File: src/design/otp_pkg.sv
/*
  Shared constants for the trim memory device end and its programmer end.
  Assumes a single 20 MHz system clock and a synchronous active-low reset.
*/
package otp_pkg;
  localparam int CLK_HZ = 20000000;
  localparam int MS_PER_S = 1000;
  // Register-content addresses used by the programming sequence
  localparam logic [7:0] ADDR_OSC_CTRL = 8'h17;
  localparam logic [7:0] ADDR_POWER_CTRL = 8'h19;
  localparam logic [7:0] ADDR_AMPLITUDE = 8'h1E;
  localparam logic [7:0] ADDR_COMMON_HIGH = 8'h1F;
  localparam logic [7:0] ADDR_PANEL_CTRL = 8'h55;
  localparam logic [7:0] ADDR_IP_CTRL = 8'h5A;
  localparam logic [7:0] ADDR_NVM_CTRL = 8'hE0;
  localparam logic [7:0] ADDR_NVM_INDEX = 8'hE1;
  localparam logic [7:0] ADDR_NVM_MASK = 8'hE2;
  // Bit positions inside the control registers and the bank flag bytes
  localparam int OSC_ON_BIT = 0;
  localparam int STANDBY_BIT = 0;
  localparam int GAMMA_BIT = 0;
  localparam int CTRL_AUTOLOAD_BLOCK_BIT = 0;
  localparam int CTRL_PUMP_BLOCK_BIT = 1;
  localparam int CTRL_WRITE_GO_BIT = 2;
  localparam int VALID_BIT = 7;
  // Reset values
  localparam logic [7:0] RST_OSC_CTRL = 8'hF0;
  localparam logic [7:0] RST_POWER_CTRL = 8'h09;
  localparam logic [7:0] RST_AMPLITUDE = 8'h10;
  localparam logic [7:0] RST_COMMON_HIGH = 8'h55;
  // Nonvolatile indices
  localparam logic [5:0] IDX_DIVIDER = 6'h10;
  localparam logic [5:0] IDX_AMPLITUDE = 6'h11;
  localparam logic [5:0] IDX_COMMON_HIGH = 6'h12;
  localparam logic [5:0] IDX_PANEL = 6'h13;
  localparam logic [5:0] IDX_GAMMA = 6'h33;
  localparam logic [5:0] IDX_LAST = 6'h38;
  localparam logic [5:0] IDX_FLAG_A = 6'h0F;
  localparam logic [5:0] IDX_FLAG_B = 6'h12;
  localparam logic [5:0] IDX_FLAG_C = 6'h33;
  localparam logic [5:0] IDX_FLAG_D = 6'h31;
  localparam logic [5:0] IDX_FLAG_E = 6'h36;
  localparam logic [5:0] IDX_FLAG_F = 6'h38;
  localparam logic [7:0] MASK_ALL_BITS = 8'h00;
  // Waits, in milliseconds, then lengths in clock cycles
  localparam int T_OSC_MS = 120;
  localparam int T_PUMP_MS = 500;
  localparam int T_RAIL_MS = 100;
  localparam int T_BURN_MS = 1;
  localparam int CYC_OSC = T_OSC_MS * (CLK_HZ / MS_PER_S);
  localparam int CYC_PUMP = T_PUMP_MS * (CLK_HZ / MS_PER_S);
  localparam int CYC_RAIL = T_RAIL_MS * (CLK_HZ / MS_PER_S);
  localparam int CYC_BURN = T_BURN_MS * (CLK_HZ / MS_PER_S);
  localparam int CYC_CELL = 16;
endpackage

File: src/design/otp_if.sv
/*
  Register-content port between the programmer and the trim device.
  Assumes both ends share clk_sys_i; one access per cycle, read data next cycle.
*/
interface otp_if;
  logic [7:0] addr;
  logic [7:0] wdata;
  logic wr;
  logic rd;
  logic [7:0] rdata;
  logic busy;
  modport device (input addr, input wdata, input wr, input rd, output rdata, output busy);
  modport host (output addr, output wdata, output wr, output rd, input rdata, input busy);
endinterface

File: src/design/otp_device.sv
/*
  Trim memory device end: live trim registers, nonvolatile array, auto-load at
  reset release and the burn engine driven by the write-go bit.
  Assumes the programmer keeps the documented sequence and waits.
*/
// Our own choices: the address map and the plain strobed port.
// Contract
// Flag one skips bank reload, zero reloads
// Six flags in bit seven of indices
// Flag A banks 00-10, flag B 11-12
// Flag C banks 13-2F plus 33-34
// Flags D, E, F bank 30-32, 35-36, 37-38
// Common high trim held at 1Fh
// Programmer blocks autoload, wakes oscillator, waits 120ms
// Programmer writes divider 17h, gamma 5Ah
// Programmer writes amplitude at 1Eh safely
// Programmer writes panel bits at 55h
// Identification bytes ignored while programming
// Programmer blocks pump clock, waits 500ms
// Programmer waits 100ms after rail applied
// Programmer sets burn mask to zero
// Write-go copies register into selected index
// Programmer waits 1ms, clears write-go between burns
// Auto-load starts at reset release unless blocked
// Programmer keeps all steps strictly ordered
module otp_device #(
  parameter int CELL_CYCLES = otp_pkg::CYC_CELL
) (
  input wire logic clk_sys_i,
  input wire logic rst_n_i,
  otp_if.device bus,
  output logic [3:0] display_clock_divider_o,
  output logic [6:0] common_high_trim_o,
  output logic [4:0] common_amplitude_trim_o,
  output logic [4:0] panel_bits_o,
  output logic gamma_table_enable_o,
  output logic oscillator_on_o,
  output logic standby_bit_o,
  output logic pump_clock_block_o,
  output logic loading_o
);
  typedef enum logic [2:0] {
    ST_LOAD = 3'b001,
    ST_IDLE = 3'b010,
    ST_BURN = 3'b100
  } otp_state_t;

  otp_state_t state;
  logic [7:0] cells [0:63];
  logic [5:0] load_idx;
  logic [5:0] burn_idx;
  logic [7:0] burn_mask;
  logic [7:0] osc_reg;
  logic [7:0] power_reg;
  logic [7:0] amp_reg;
  logic [7:0] high_reg;
  logic [4:0] panel_reg;
  logic gamma_reg;
  logic autoload_block;
  logic pump_block;
  logic write_go;
  logic write_go_q;
  logic [15:0] cell_cnt;
  logic [7:0] burn_value;
  logic [7:0] cell_now;
  logic load_ok;

  // Index of the flag that governs a given nonvolatile location
  function automatic logic [5:0] bank_flag_idx(input logic [5:0] idx);
    if (idx <= 6'h10) begin
      bank_flag_idx = otp_pkg::IDX_FLAG_A;
    end else if (idx <= 6'h12) begin
      bank_flag_idx = otp_pkg::IDX_FLAG_B;
    end else if (idx <= 6'h2F || idx == 6'h33 || idx == 6'h34) begin
      bank_flag_idx = otp_pkg::IDX_FLAG_C;
    end else if (idx <= 6'h32) begin
      bank_flag_idx = otp_pkg::IDX_FLAG_D;
    end else if (idx <= 6'h36) begin
      bank_flag_idx = otp_pkg::IDX_FLAG_E;
    end else begin
      bank_flag_idx = otp_pkg::IDX_FLAG_F;
    end
  endfunction

  // Flag lives in the top data bit; a set flag skips the bank
  assign cell_now = cells[load_idx];
  assign load_ok = ~cells[bank_flag_idx(load_idx)][otp_pkg::VALID_BIT];

  // Live register value selected for burning
  always_comb begin
    burn_value = 8'h00;
    unique case (burn_idx)
      otp_pkg::IDX_DIVIDER: burn_value = {4'h0, osc_reg[7:4]};
      otp_pkg::IDX_AMPLITUDE: burn_value = {3'h0, amp_reg[4:0]};
      otp_pkg::IDX_COMMON_HIGH: burn_value = {1'b0, high_reg[6:0]};
      otp_pkg::IDX_PANEL: burn_value = {3'h0, panel_reg};
      otp_pkg::IDX_GAMMA: burn_value = {7'h00, gamma_reg};
      default: burn_value = 8'h00;
    endcase
  end

  // Sequencer: load after reset release, then idle, burn on write-go rise
  always_ff @(posedge clk_sys_i) begin
    if (!rst_n_i) begin
      state <= ST_LOAD;
      load_idx <= 6'h00;
      cell_cnt <= 16'h0000;
      write_go_q <= 1'b0;
    end else begin
      write_go_q <= write_go;
      unique case (state)
        ST_LOAD: begin
          if (autoload_block || load_idx == otp_pkg::IDX_LAST) begin
            state <= ST_IDLE;
          end
          load_idx <= load_idx + 6'h01;
        end
        ST_IDLE: begin
          if (write_go && !write_go_q) begin
            state <= ST_BURN;
            cell_cnt <= 16'h0000;
          end
        end
        ST_BURN: begin
          if (cell_cnt == 16'(CELL_CYCLES - 1)) begin
            state <= ST_IDLE;
          end
          cell_cnt <= cell_cnt + 16'h0001;
        end
      endcase
    end
  end

  // Nonvolatile array: cells only gain set bits; mask bits that are 1 are spared
  always_ff @(posedge clk_sys_i) begin
    if (state == ST_BURN && cell_cnt == 16'(CELL_CYCLES - 1)) begin
      cells[burn_idx] <= cells[burn_idx] | (burn_value & ~burn_mask);
    end
  end

  // Control bits of the programming port
  always_ff @(posedge clk_sys_i) begin
    if (!rst_n_i) begin
      autoload_block <= 1'b0;
      pump_block <= 1'b0;
      write_go <= 1'b0;
      burn_idx <= 6'h00;
      burn_mask <= 8'hFF;
    end else if (bus.wr) begin
      if (bus.addr == otp_pkg::ADDR_NVM_CTRL) begin
        autoload_block <= bus.wdata[otp_pkg::CTRL_AUTOLOAD_BLOCK_BIT];
        pump_block <= bus.wdata[otp_pkg::CTRL_PUMP_BLOCK_BIT];
        write_go <= bus.wdata[otp_pkg::CTRL_WRITE_GO_BIT];
      end
      if (bus.addr == otp_pkg::ADDR_NVM_INDEX) begin
        burn_idx <= bus.wdata[5:0];
      end
      if (bus.addr == otp_pkg::ADDR_NVM_MASK) begin
        burn_mask <= bus.wdata;
      end
    end
  end

  // Live trim registers: software write, else auto-load from an unflagged bank
  always_ff @(posedge clk_sys_i) begin
    if (!rst_n_i) begin
      osc_reg <= otp_pkg::RST_OSC_CTRL;
      power_reg <= otp_pkg::RST_POWER_CTRL;
      amp_reg <= otp_pkg::RST_AMPLITUDE;
      high_reg <= otp_pkg::RST_COMMON_HIGH;
      panel_reg <= 5'h00;
      gamma_reg <= 1'b0;
    end else if (bus.wr) begin
      unique case (bus.addr)
        otp_pkg::ADDR_OSC_CTRL: osc_reg <= bus.wdata;
        otp_pkg::ADDR_POWER_CTRL: power_reg <= bus.wdata;
        otp_pkg::ADDR_AMPLITUDE: amp_reg <= {3'h0, bus.wdata[4:0]};
        otp_pkg::ADDR_COMMON_HIGH: high_reg <= {1'b0, bus.wdata[6:0]};
        otp_pkg::ADDR_PANEL_CTRL: panel_reg <= bus.wdata[4:0];
        otp_pkg::ADDR_IP_CTRL: gamma_reg <= bus.wdata[otp_pkg::GAMMA_BIT];
        default: ;
      endcase
    end else if (state == ST_LOAD && !autoload_block && load_ok) begin
      // Identification bytes are never reloaded nor burned here
      unique case (load_idx)
        otp_pkg::IDX_DIVIDER: osc_reg <= {cell_now[3:0], osc_reg[3:0]};
        otp_pkg::IDX_AMPLITUDE: amp_reg <= {3'h0, cell_now[4:0]};
        otp_pkg::IDX_COMMON_HIGH: high_reg <= {1'b0, cell_now[6:0]};
        otp_pkg::IDX_PANEL: panel_reg <= cell_now[4:0];
        otp_pkg::IDX_GAMMA: gamma_reg <= cell_now[0];
        default: ;
      endcase
    end
  end

  // Read data one cycle after the strobe
  always_ff @(posedge clk_sys_i) begin
    if (!rst_n_i) begin
      bus.rdata <= 8'h00;
    end else if (bus.rd) begin
      unique case (bus.addr)
        otp_pkg::ADDR_OSC_CTRL: bus.rdata <= osc_reg;
        otp_pkg::ADDR_POWER_CTRL: bus.rdata <= power_reg;
        otp_pkg::ADDR_AMPLITUDE: bus.rdata <= amp_reg;
        otp_pkg::ADDR_COMMON_HIGH: bus.rdata <= high_reg;
        otp_pkg::ADDR_PANEL_CTRL: bus.rdata <= {3'h0, panel_reg};
        otp_pkg::ADDR_IP_CTRL: bus.rdata <= {7'h00, gamma_reg};
        otp_pkg::ADDR_NVM_CTRL: bus.rdata <= {5'h00, write_go, pump_block, autoload_block};
        otp_pkg::ADDR_NVM_INDEX: bus.rdata <= {2'h0, burn_idx};
        otp_pkg::ADDR_NVM_MASK: bus.rdata <= burn_mask;
        default: bus.rdata <= 8'h00;
      endcase
    end
  end

  // Status and live trim outputs
  assign bus.busy = (state != ST_IDLE);
  assign loading_o = (state == ST_LOAD);
  assign display_clock_divider_o = osc_reg[7:4];
  assign oscillator_on_o = osc_reg[otp_pkg::OSC_ON_BIT];
  assign standby_bit_o = power_reg[otp_pkg::STANDBY_BIT];
  assign common_high_trim_o = high_reg[6:0];
  assign common_amplitude_trim_o = amp_reg[4:0];
  assign panel_bits_o = panel_reg;
  assign gamma_table_enable_o = gamma_reg;
  assign pump_clock_block_o = pump_block;
endmodule

File: src/flat_wrapper.sv
// flat-port wrapper written by rule: the top's interface ports become plain ports
module otp_device_flat 
#(
  parameter int CELL_CYCLES = otp_pkg::CYC_CELL
)
  (clk_sys_i, rst_n_i, display_clock_divider_o, common_high_trim_o, common_amplitude_trim_o, panel_bits_o, gamma_table_enable_o, oscillator_on_o, standby_bit_o, pump_clock_block_o, loading_o, bus_addr, bus_wdata, bus_wr, bus_rd, bus_rdata, bus_busy);
  otp_if bus_i ();
  input wire logic clk_sys_i;
  input wire logic rst_n_i;
  output logic [3:0] display_clock_divider_o;
  output logic [6:0] common_high_trim_o;
  output logic [4:0] common_amplitude_trim_o;
  output logic [4:0] panel_bits_o;
  output logic gamma_table_enable_o;
  output logic oscillator_on_o;
  output logic standby_bit_o;
  output logic pump_clock_block_o;
  output logic loading_o;
  input wire logic [$bits(bus_i.addr)-1:0] bus_addr;
  input wire logic [$bits(bus_i.wdata)-1:0] bus_wdata;
  input wire logic [$bits(bus_i.wr)-1:0] bus_wr;
  input wire logic [$bits(bus_i.rd)-1:0] bus_rd;
  output wire logic [$bits(bus_i.rdata)-1:0] bus_rdata;
  output wire logic [$bits(bus_i.busy)-1:0] bus_busy;
  assign bus_i.addr = bus_addr;
  assign bus_i.wdata = bus_wdata;
  assign bus_i.wr = bus_wr;
  assign bus_i.rd = bus_rd;
  assign bus_rdata = bus_i.rdata;
  assign bus_busy = bus_i.busy;
  otp_device #(.CELL_CYCLES(CELL_CYCLES)) u_core (.clk_sys_i(clk_sys_i), .rst_n_i(rst_n_i), .bus(bus_i), .display_clock_divider_o(display_clock_divider_o), .common_high_trim_o(common_high_trim_o), .common_amplitude_trim_o(common_amplitude_trim_o), .panel_bits_o(panel_bits_o), .gamma_table_enable_o(gamma_table_enable_o), .oscillator_on_o(oscillator_on_o), .standby_bit_o(standby_bit_o), .pump_clock_block_o(pump_clock_block_o), .loading_o(loading_o));
endmodule
File: config.mk
export PLATFORM = sky130hd
export DESIGN_NAME = otp_device_flat
export DESIGN_NICKNAME = d
export VERILOG_FILES = /design/src/design/otp_pkg.sv /design/src/design/otp_if.sv /design/src/design/otp_device.sv /design/src/flat_wrapper.sv
export SDC_FILE = /design/constraint.sdc
export NUM_CORES = 1
export LEC_CHECK = 0
export ABC_CLOCK_PERIOD_IN_PS = 4700
export BUFFER_PORTS_ARGS = -buffer_cell sky130_fd_sc_hd__clkbuf_2
export CORE_MARGIN = 1
export CORE_UTILIZATION = 60
export CTS_BUF_LIST = sky130_fd_sc_hd__clkbuf_8
export DETAILED_ROUTE_END_ITERATION = 7
export MAX_ROUTING_LAYER = met4
export PLACE_DENSITY_LB_ADDON = 0.2
export SLEW_MARGIN = 20
export SYNTH_ARGS = -nofsm -noshare
export SYNTH_HDL_FRONTEND = slang
export SYNTH_SLANG_ARGS = --single-unit
File: constraint.sdc
create_clock -name clk_sys_i -period 4.7 [get_ports clk_sys_i]
set_clock_uncertainty 0.2 [all_clocks]
set_input_delay 0.235 -clock clk_sys_i [delete_from_list [all_inputs] [get_ports clk_sys_i]]
set_output_delay 0.235 -clock clk_sys_i [all_outputs]
set_load 0.02 [all_outputs]
Word level (Yosys, flattened, before mapping). Memory sizes are Yosys's and may differ from the RTL's. A register that Yosys moved wholly into a read port is not among the register bits. Index checks and enable logic that the tools add are counted.

Word-level logic and storage cells: 130. Memories kept: 1. Output and inout bits: 35. Bits in registers: 89. RAM bits: 512. Bits of input ports: 20.

$lt $le $gt $ge: 5. Bitwise logic cells: 4. Add/subtract/negate cells: 2. Equality and inequality tests: 34. Reduce and logical (&&, ||, !) cells: 28. Muxes and demuxes: 39.

Memories: u_core.cells (words 64, bits a word 8, rd ports 3, clocked after memory_dff 2, write ports 1, line otp_device.sv:49) `logic [7:0] cells [0:63];`.

Operators with widths (count): $mux 8 (12); $pmux 8 s9 (1); $eq 6x5->1 const B (8); $mux 6 (8); $pmux 7 s5 (1); $eq 8x5->1 const B (4); $pmux 16 s2 (1); $eq 6x6->1 const B (4); $eq 8x8->1 const B (3); $mux 5 (4); $le 6x6->1 const B (3); $reduce_and 3->1 (6); $add 16x1->16 const B (1); $eq 16x4->1 const B (1); $eq 8x7->1 const B (2); $mux 16 (1); $ne 2x1->1 const B (8); $reduce_bool 2->1 (7); $le 6x5->1 const B (2); $reduce_and 2->1 (6); $mux 3 (3); $pmux 3 s3 (1); $and 7x8->8 (1); $not 8->8 (1); 12 further kinds (23).

Longest topological paths before layout. An unclocked memory read counts as a cell.

Word-level depth: 11. Mapped depth: 12. Mapped depth without buffers: 9.

Least setup slack after synthesis. OpenSTA, ideal clock, no wires.

Path type: register -> register. Start point: register with a tool-made name. End point: memory u_core.cells[0][4] (data pin). Period minus slack after synthesis: 3.411 ns. Cell stages (with the launch flop): 7. Data arrival time: 2.770 ns. Setup slack: 1.289 ns. Required time: 4.058 ns. Library setup time: 0.442 ns. Path buffers: 2. Cell sequence: dfxtp_1 clkbuf_1 buf_1 mux4_2 mux4_2 mux4_2 or2_1.

RTL lines (line): end: declaration (otp_device.sv:49).

==> reports/qor.csv <==
stage;metric;value;unit
run_status;status;completed;
clock_tree;htree depth;3;
logic_synthesis;Synth Area in Adders;0.002216;
logic_synthesis;syn_area_per_cell;16.76;µm²
logic_synthesis;Distinct cells, synth;73;
placed_design;dpl hpwl;50880;µm
logic_synthesis;post-synth top area cell;edfxtp_1;
timing;Hold Fails Final Rpt;0;
drt;Vias per Instance;7.107;
global_route;pin count of the biggest net entering global routing;65;
drt;Final ANT Viol Nets;0;
layout;P&R area growth vs syn;11.58;%
timing;min Tclk post-route;3.843;ns
global_route;first-pass GRT wire length;113600;µm
worst_setup_path;Crit Path Max Fanout;33;
die;# IOs;55;
drt;DRC violations left;0;
layout;Biggest register;u_core.cells;
logic_synthesis;Mapped Nets;1709;
layout;biggest registers after layout;u_core.cells x512, u_core.cell_cnt x16;
logic_synthesis;sequential-to-total area share from yosys stat;0.6134;
clock_tree;clock tree buffer depth;3;
logic_synthesis;Post-synth EDFFs;512;
timing;actual slew at the worst max-slew pin;1.040;ns
worst_setup_path;most frequent CP cell;mux4_2;
placed_design;gpl congestion;0.9740;
logic_synthesis;Synth Area in Compound Gates;0.04437;
worst_setup_path;max incr delay on CP;0.70;ns
global_route;vias in the first global route;16970;
clock_tree;TritonCTS clock tree;yes;
global_route;gr ovfl total;0;
timing;slew margin rel.;0.3055;
die;Initial Util;0.6076;
logic_synthesis;top cells by count, synth;edfxtp_1 (512), mux4_2 (286), nor2_1 (124);
logic_synthesis;#FFs+latches synth;609;
worst_setup_path;CP max stage cell;dfxtp_4;
layout;final-stage net count;1866;
die;die width;218.9;µm
logic_synthesis;Synth top area share;0.5447;
logic_synthesis;Synth Area in XOR/XNOR;0.002482;
worst_setup_path;startpoint class of the critical path;flop;
drt;Detailed Route WL;79060;µm
timing;RSZ-0062 raised after global routing;no;
die;core area;0.04646;mm²
logic_synthesis;Synth Flop Type;edfxtp_1;
global_route;Global Route Usage Sum;0.3489;
power;Pwr Density;337.9;mW/mm²
worst_setup_path;Setup crit end kind;flop;
die;DIE HEIGHT;218.9;µm
timing;Finish-stage setup viols;0;
worst_setup_path;Setup CP Type;reg2reg;
hold_path;hold crit path type;in2reg;
clock_tree;CTS root buffer;clkbuf_8;
logic_synthesis;largest family of logic cells by synthesized area;multiplexers;
logic_synthesis;cell count after synthesis;1684;
drt;detailed-route via count;17920;
worst_setup_path;Worst EP arrival;4.04;ns
logic_synthesis;FFs w/ async S/R, synth;0;
drt;initial DRC count;2697;
global_route;initial antenna violation count;0;
timing;TNS Setup;0;ns
layout;fraction of layout cells with a size suffix above 1;0.3138;
die;die area;0.04792;mm²
power;Pleak;7.711;nW
clock_tree;Clk pin slew, worst setup/hold paths;0.07;ns
timing;Max Slew Vio Count;0;
logic_synthesis;post-synthesis mux area share;0.2433;
job;Max-Cap Viols;0;
clock_tree;CTS buffer count;96;
die;num rows;79;
logic_synthesis;Synth warnings;0;
drt;drt wl/cell;31.36;µm
worst_setup_path;critical path required time;4.89;ns
logic_synthesis;cell with the most instances after synthesis;edfxtp_1;
drt;DRT Pass-1 Iters;7;
timing;Peak Freq;260.2;MHz
logic_synthesis;Synth area leaders;edfxtp_1 (54%), mux4_2 (23%), dfxtp_1 (6.9%);
layout;max reg flops;512;
worst_setup_path;critical path, cell by cell;buf_4, mux4_2, mux4_2, mux4_2, a31o_2, buf_4;
power;Max VDD drop;0.0003412;V
clock_tree;Clock Latency Late Sink;0.70;ns
timing;fin crit share;0.8177;
clock_tree;CTS sink cnt;609;
power;total power;10.64;mW
logic_synthesis;Simple-Gate Fraction of Synth Area;0.07003;
logic_synthesis;Synth Cell Area;0.02823;mm²
clock_tree;number of setup buffers added after CTS;0;
placed_design;IO Port Bufs;54;
==> placed cells by master (no fill, tap or decap), types with 31 or more instances in the layout <==
master      n
mux2i_1    31
nor2_1    124
buf_4      97
clkbuf_2   54
inv_1      47
mux4_2    286
nand3_1    66
edfxtp_1  512
clkbuf_8  104
dfxtp_1    90
nand2_1   110
a21oi_1    62
==> final timing paths <==
path / start / end / slack (ns) / cells past startpoint
worst max-delay path: flop / u_core.cells[46][5] / 0.86 / 6
worst min-delay path: bus_addr[4] / u_core.bus.rdata[1] / 0.05 / 6
worst max register to register: flop / u_core.cells[46][5] / 0.86 / 6
worst min register to register: u_core.power_reg[5] / u_core.power_reg[5] / 0.26 / 2
==> cells by family (layout without fill, tap and decap cells) <==
family                     after synthesis  after routing
AOI/OAI and AO/OA                      186            186
xor gates and xnor gates                 8              8
adders and majority gates                5              5
buffers and inverters                  136            364
DFF                                    609            609
muxes                                  326            326
other                                    0              2
and+or+nand+nor                        414            414
==> what timing repair did <==
item                      in CTS  in global routing
gates resized for setup        0                  0
hold buffers                  17                  0
hold endpoints to repair      64                  0
==> metal layers <==
layer / part of all wire / wire, µm / global-route usage
met3: 0.14 / 10730 / 0.1031
met4: 0.038 / 2968 / 0.1340
met2: 0.45 / 35880 / 0.4930
met5: 0 / 0 / -
met1: 0.37 / 29480 / 0.4824
==> critical path, delay by kind of cell, from the launching register on <==
family | cells | cell delay, ns
AOI/OAI and AO/OA | 1 | 0.45
buffers and inverters | 2 | 0.69
muxes | 3 | 1.45
DFF | 1 | 0.70
==> layout make-up <==
type | count | area, µm²
well taps | 607 | 759.5
diodes | 2 | 5.005
fillers | 3100 | 14960
clock buffers | 104 | 1431
clock inverters | 65 | 296.5
multi-input cells | 939 | 10250
flip-flops and latches | 609 | 17340
inverters | 18 | 67.56
repair buffers | 177 | 1349
==> report_power, final <==
| part | internal [mW] | switching (mW) | total (mW) |
|---|---|---|---|
| Clock | 2.08 | 2.07 | 4.15 |
| Combinational | 0.272 | 0.340 | 0.612 |
| Sequential | 5.78 | 0.100 | 5.88 |
==> through the flow <==
stage               instances  area, µm²    util  setup slack (ns)  hold WS, ns
floorplan                1684      28230       -             1.289       0.1653
global placement         2333      29570  0.6365            0.8580       0.2438
detailed placement       2333      29570  0.6365            0.8046       0.2502
CTS                      2519      31470  0.6774            0.7913     0.005310
global route             2519      31490  0.6779            0.7537      0.06971
finish                   2521      31500  0.6780            0.8568      0.04554
Power figures use the tool's default switching activity.
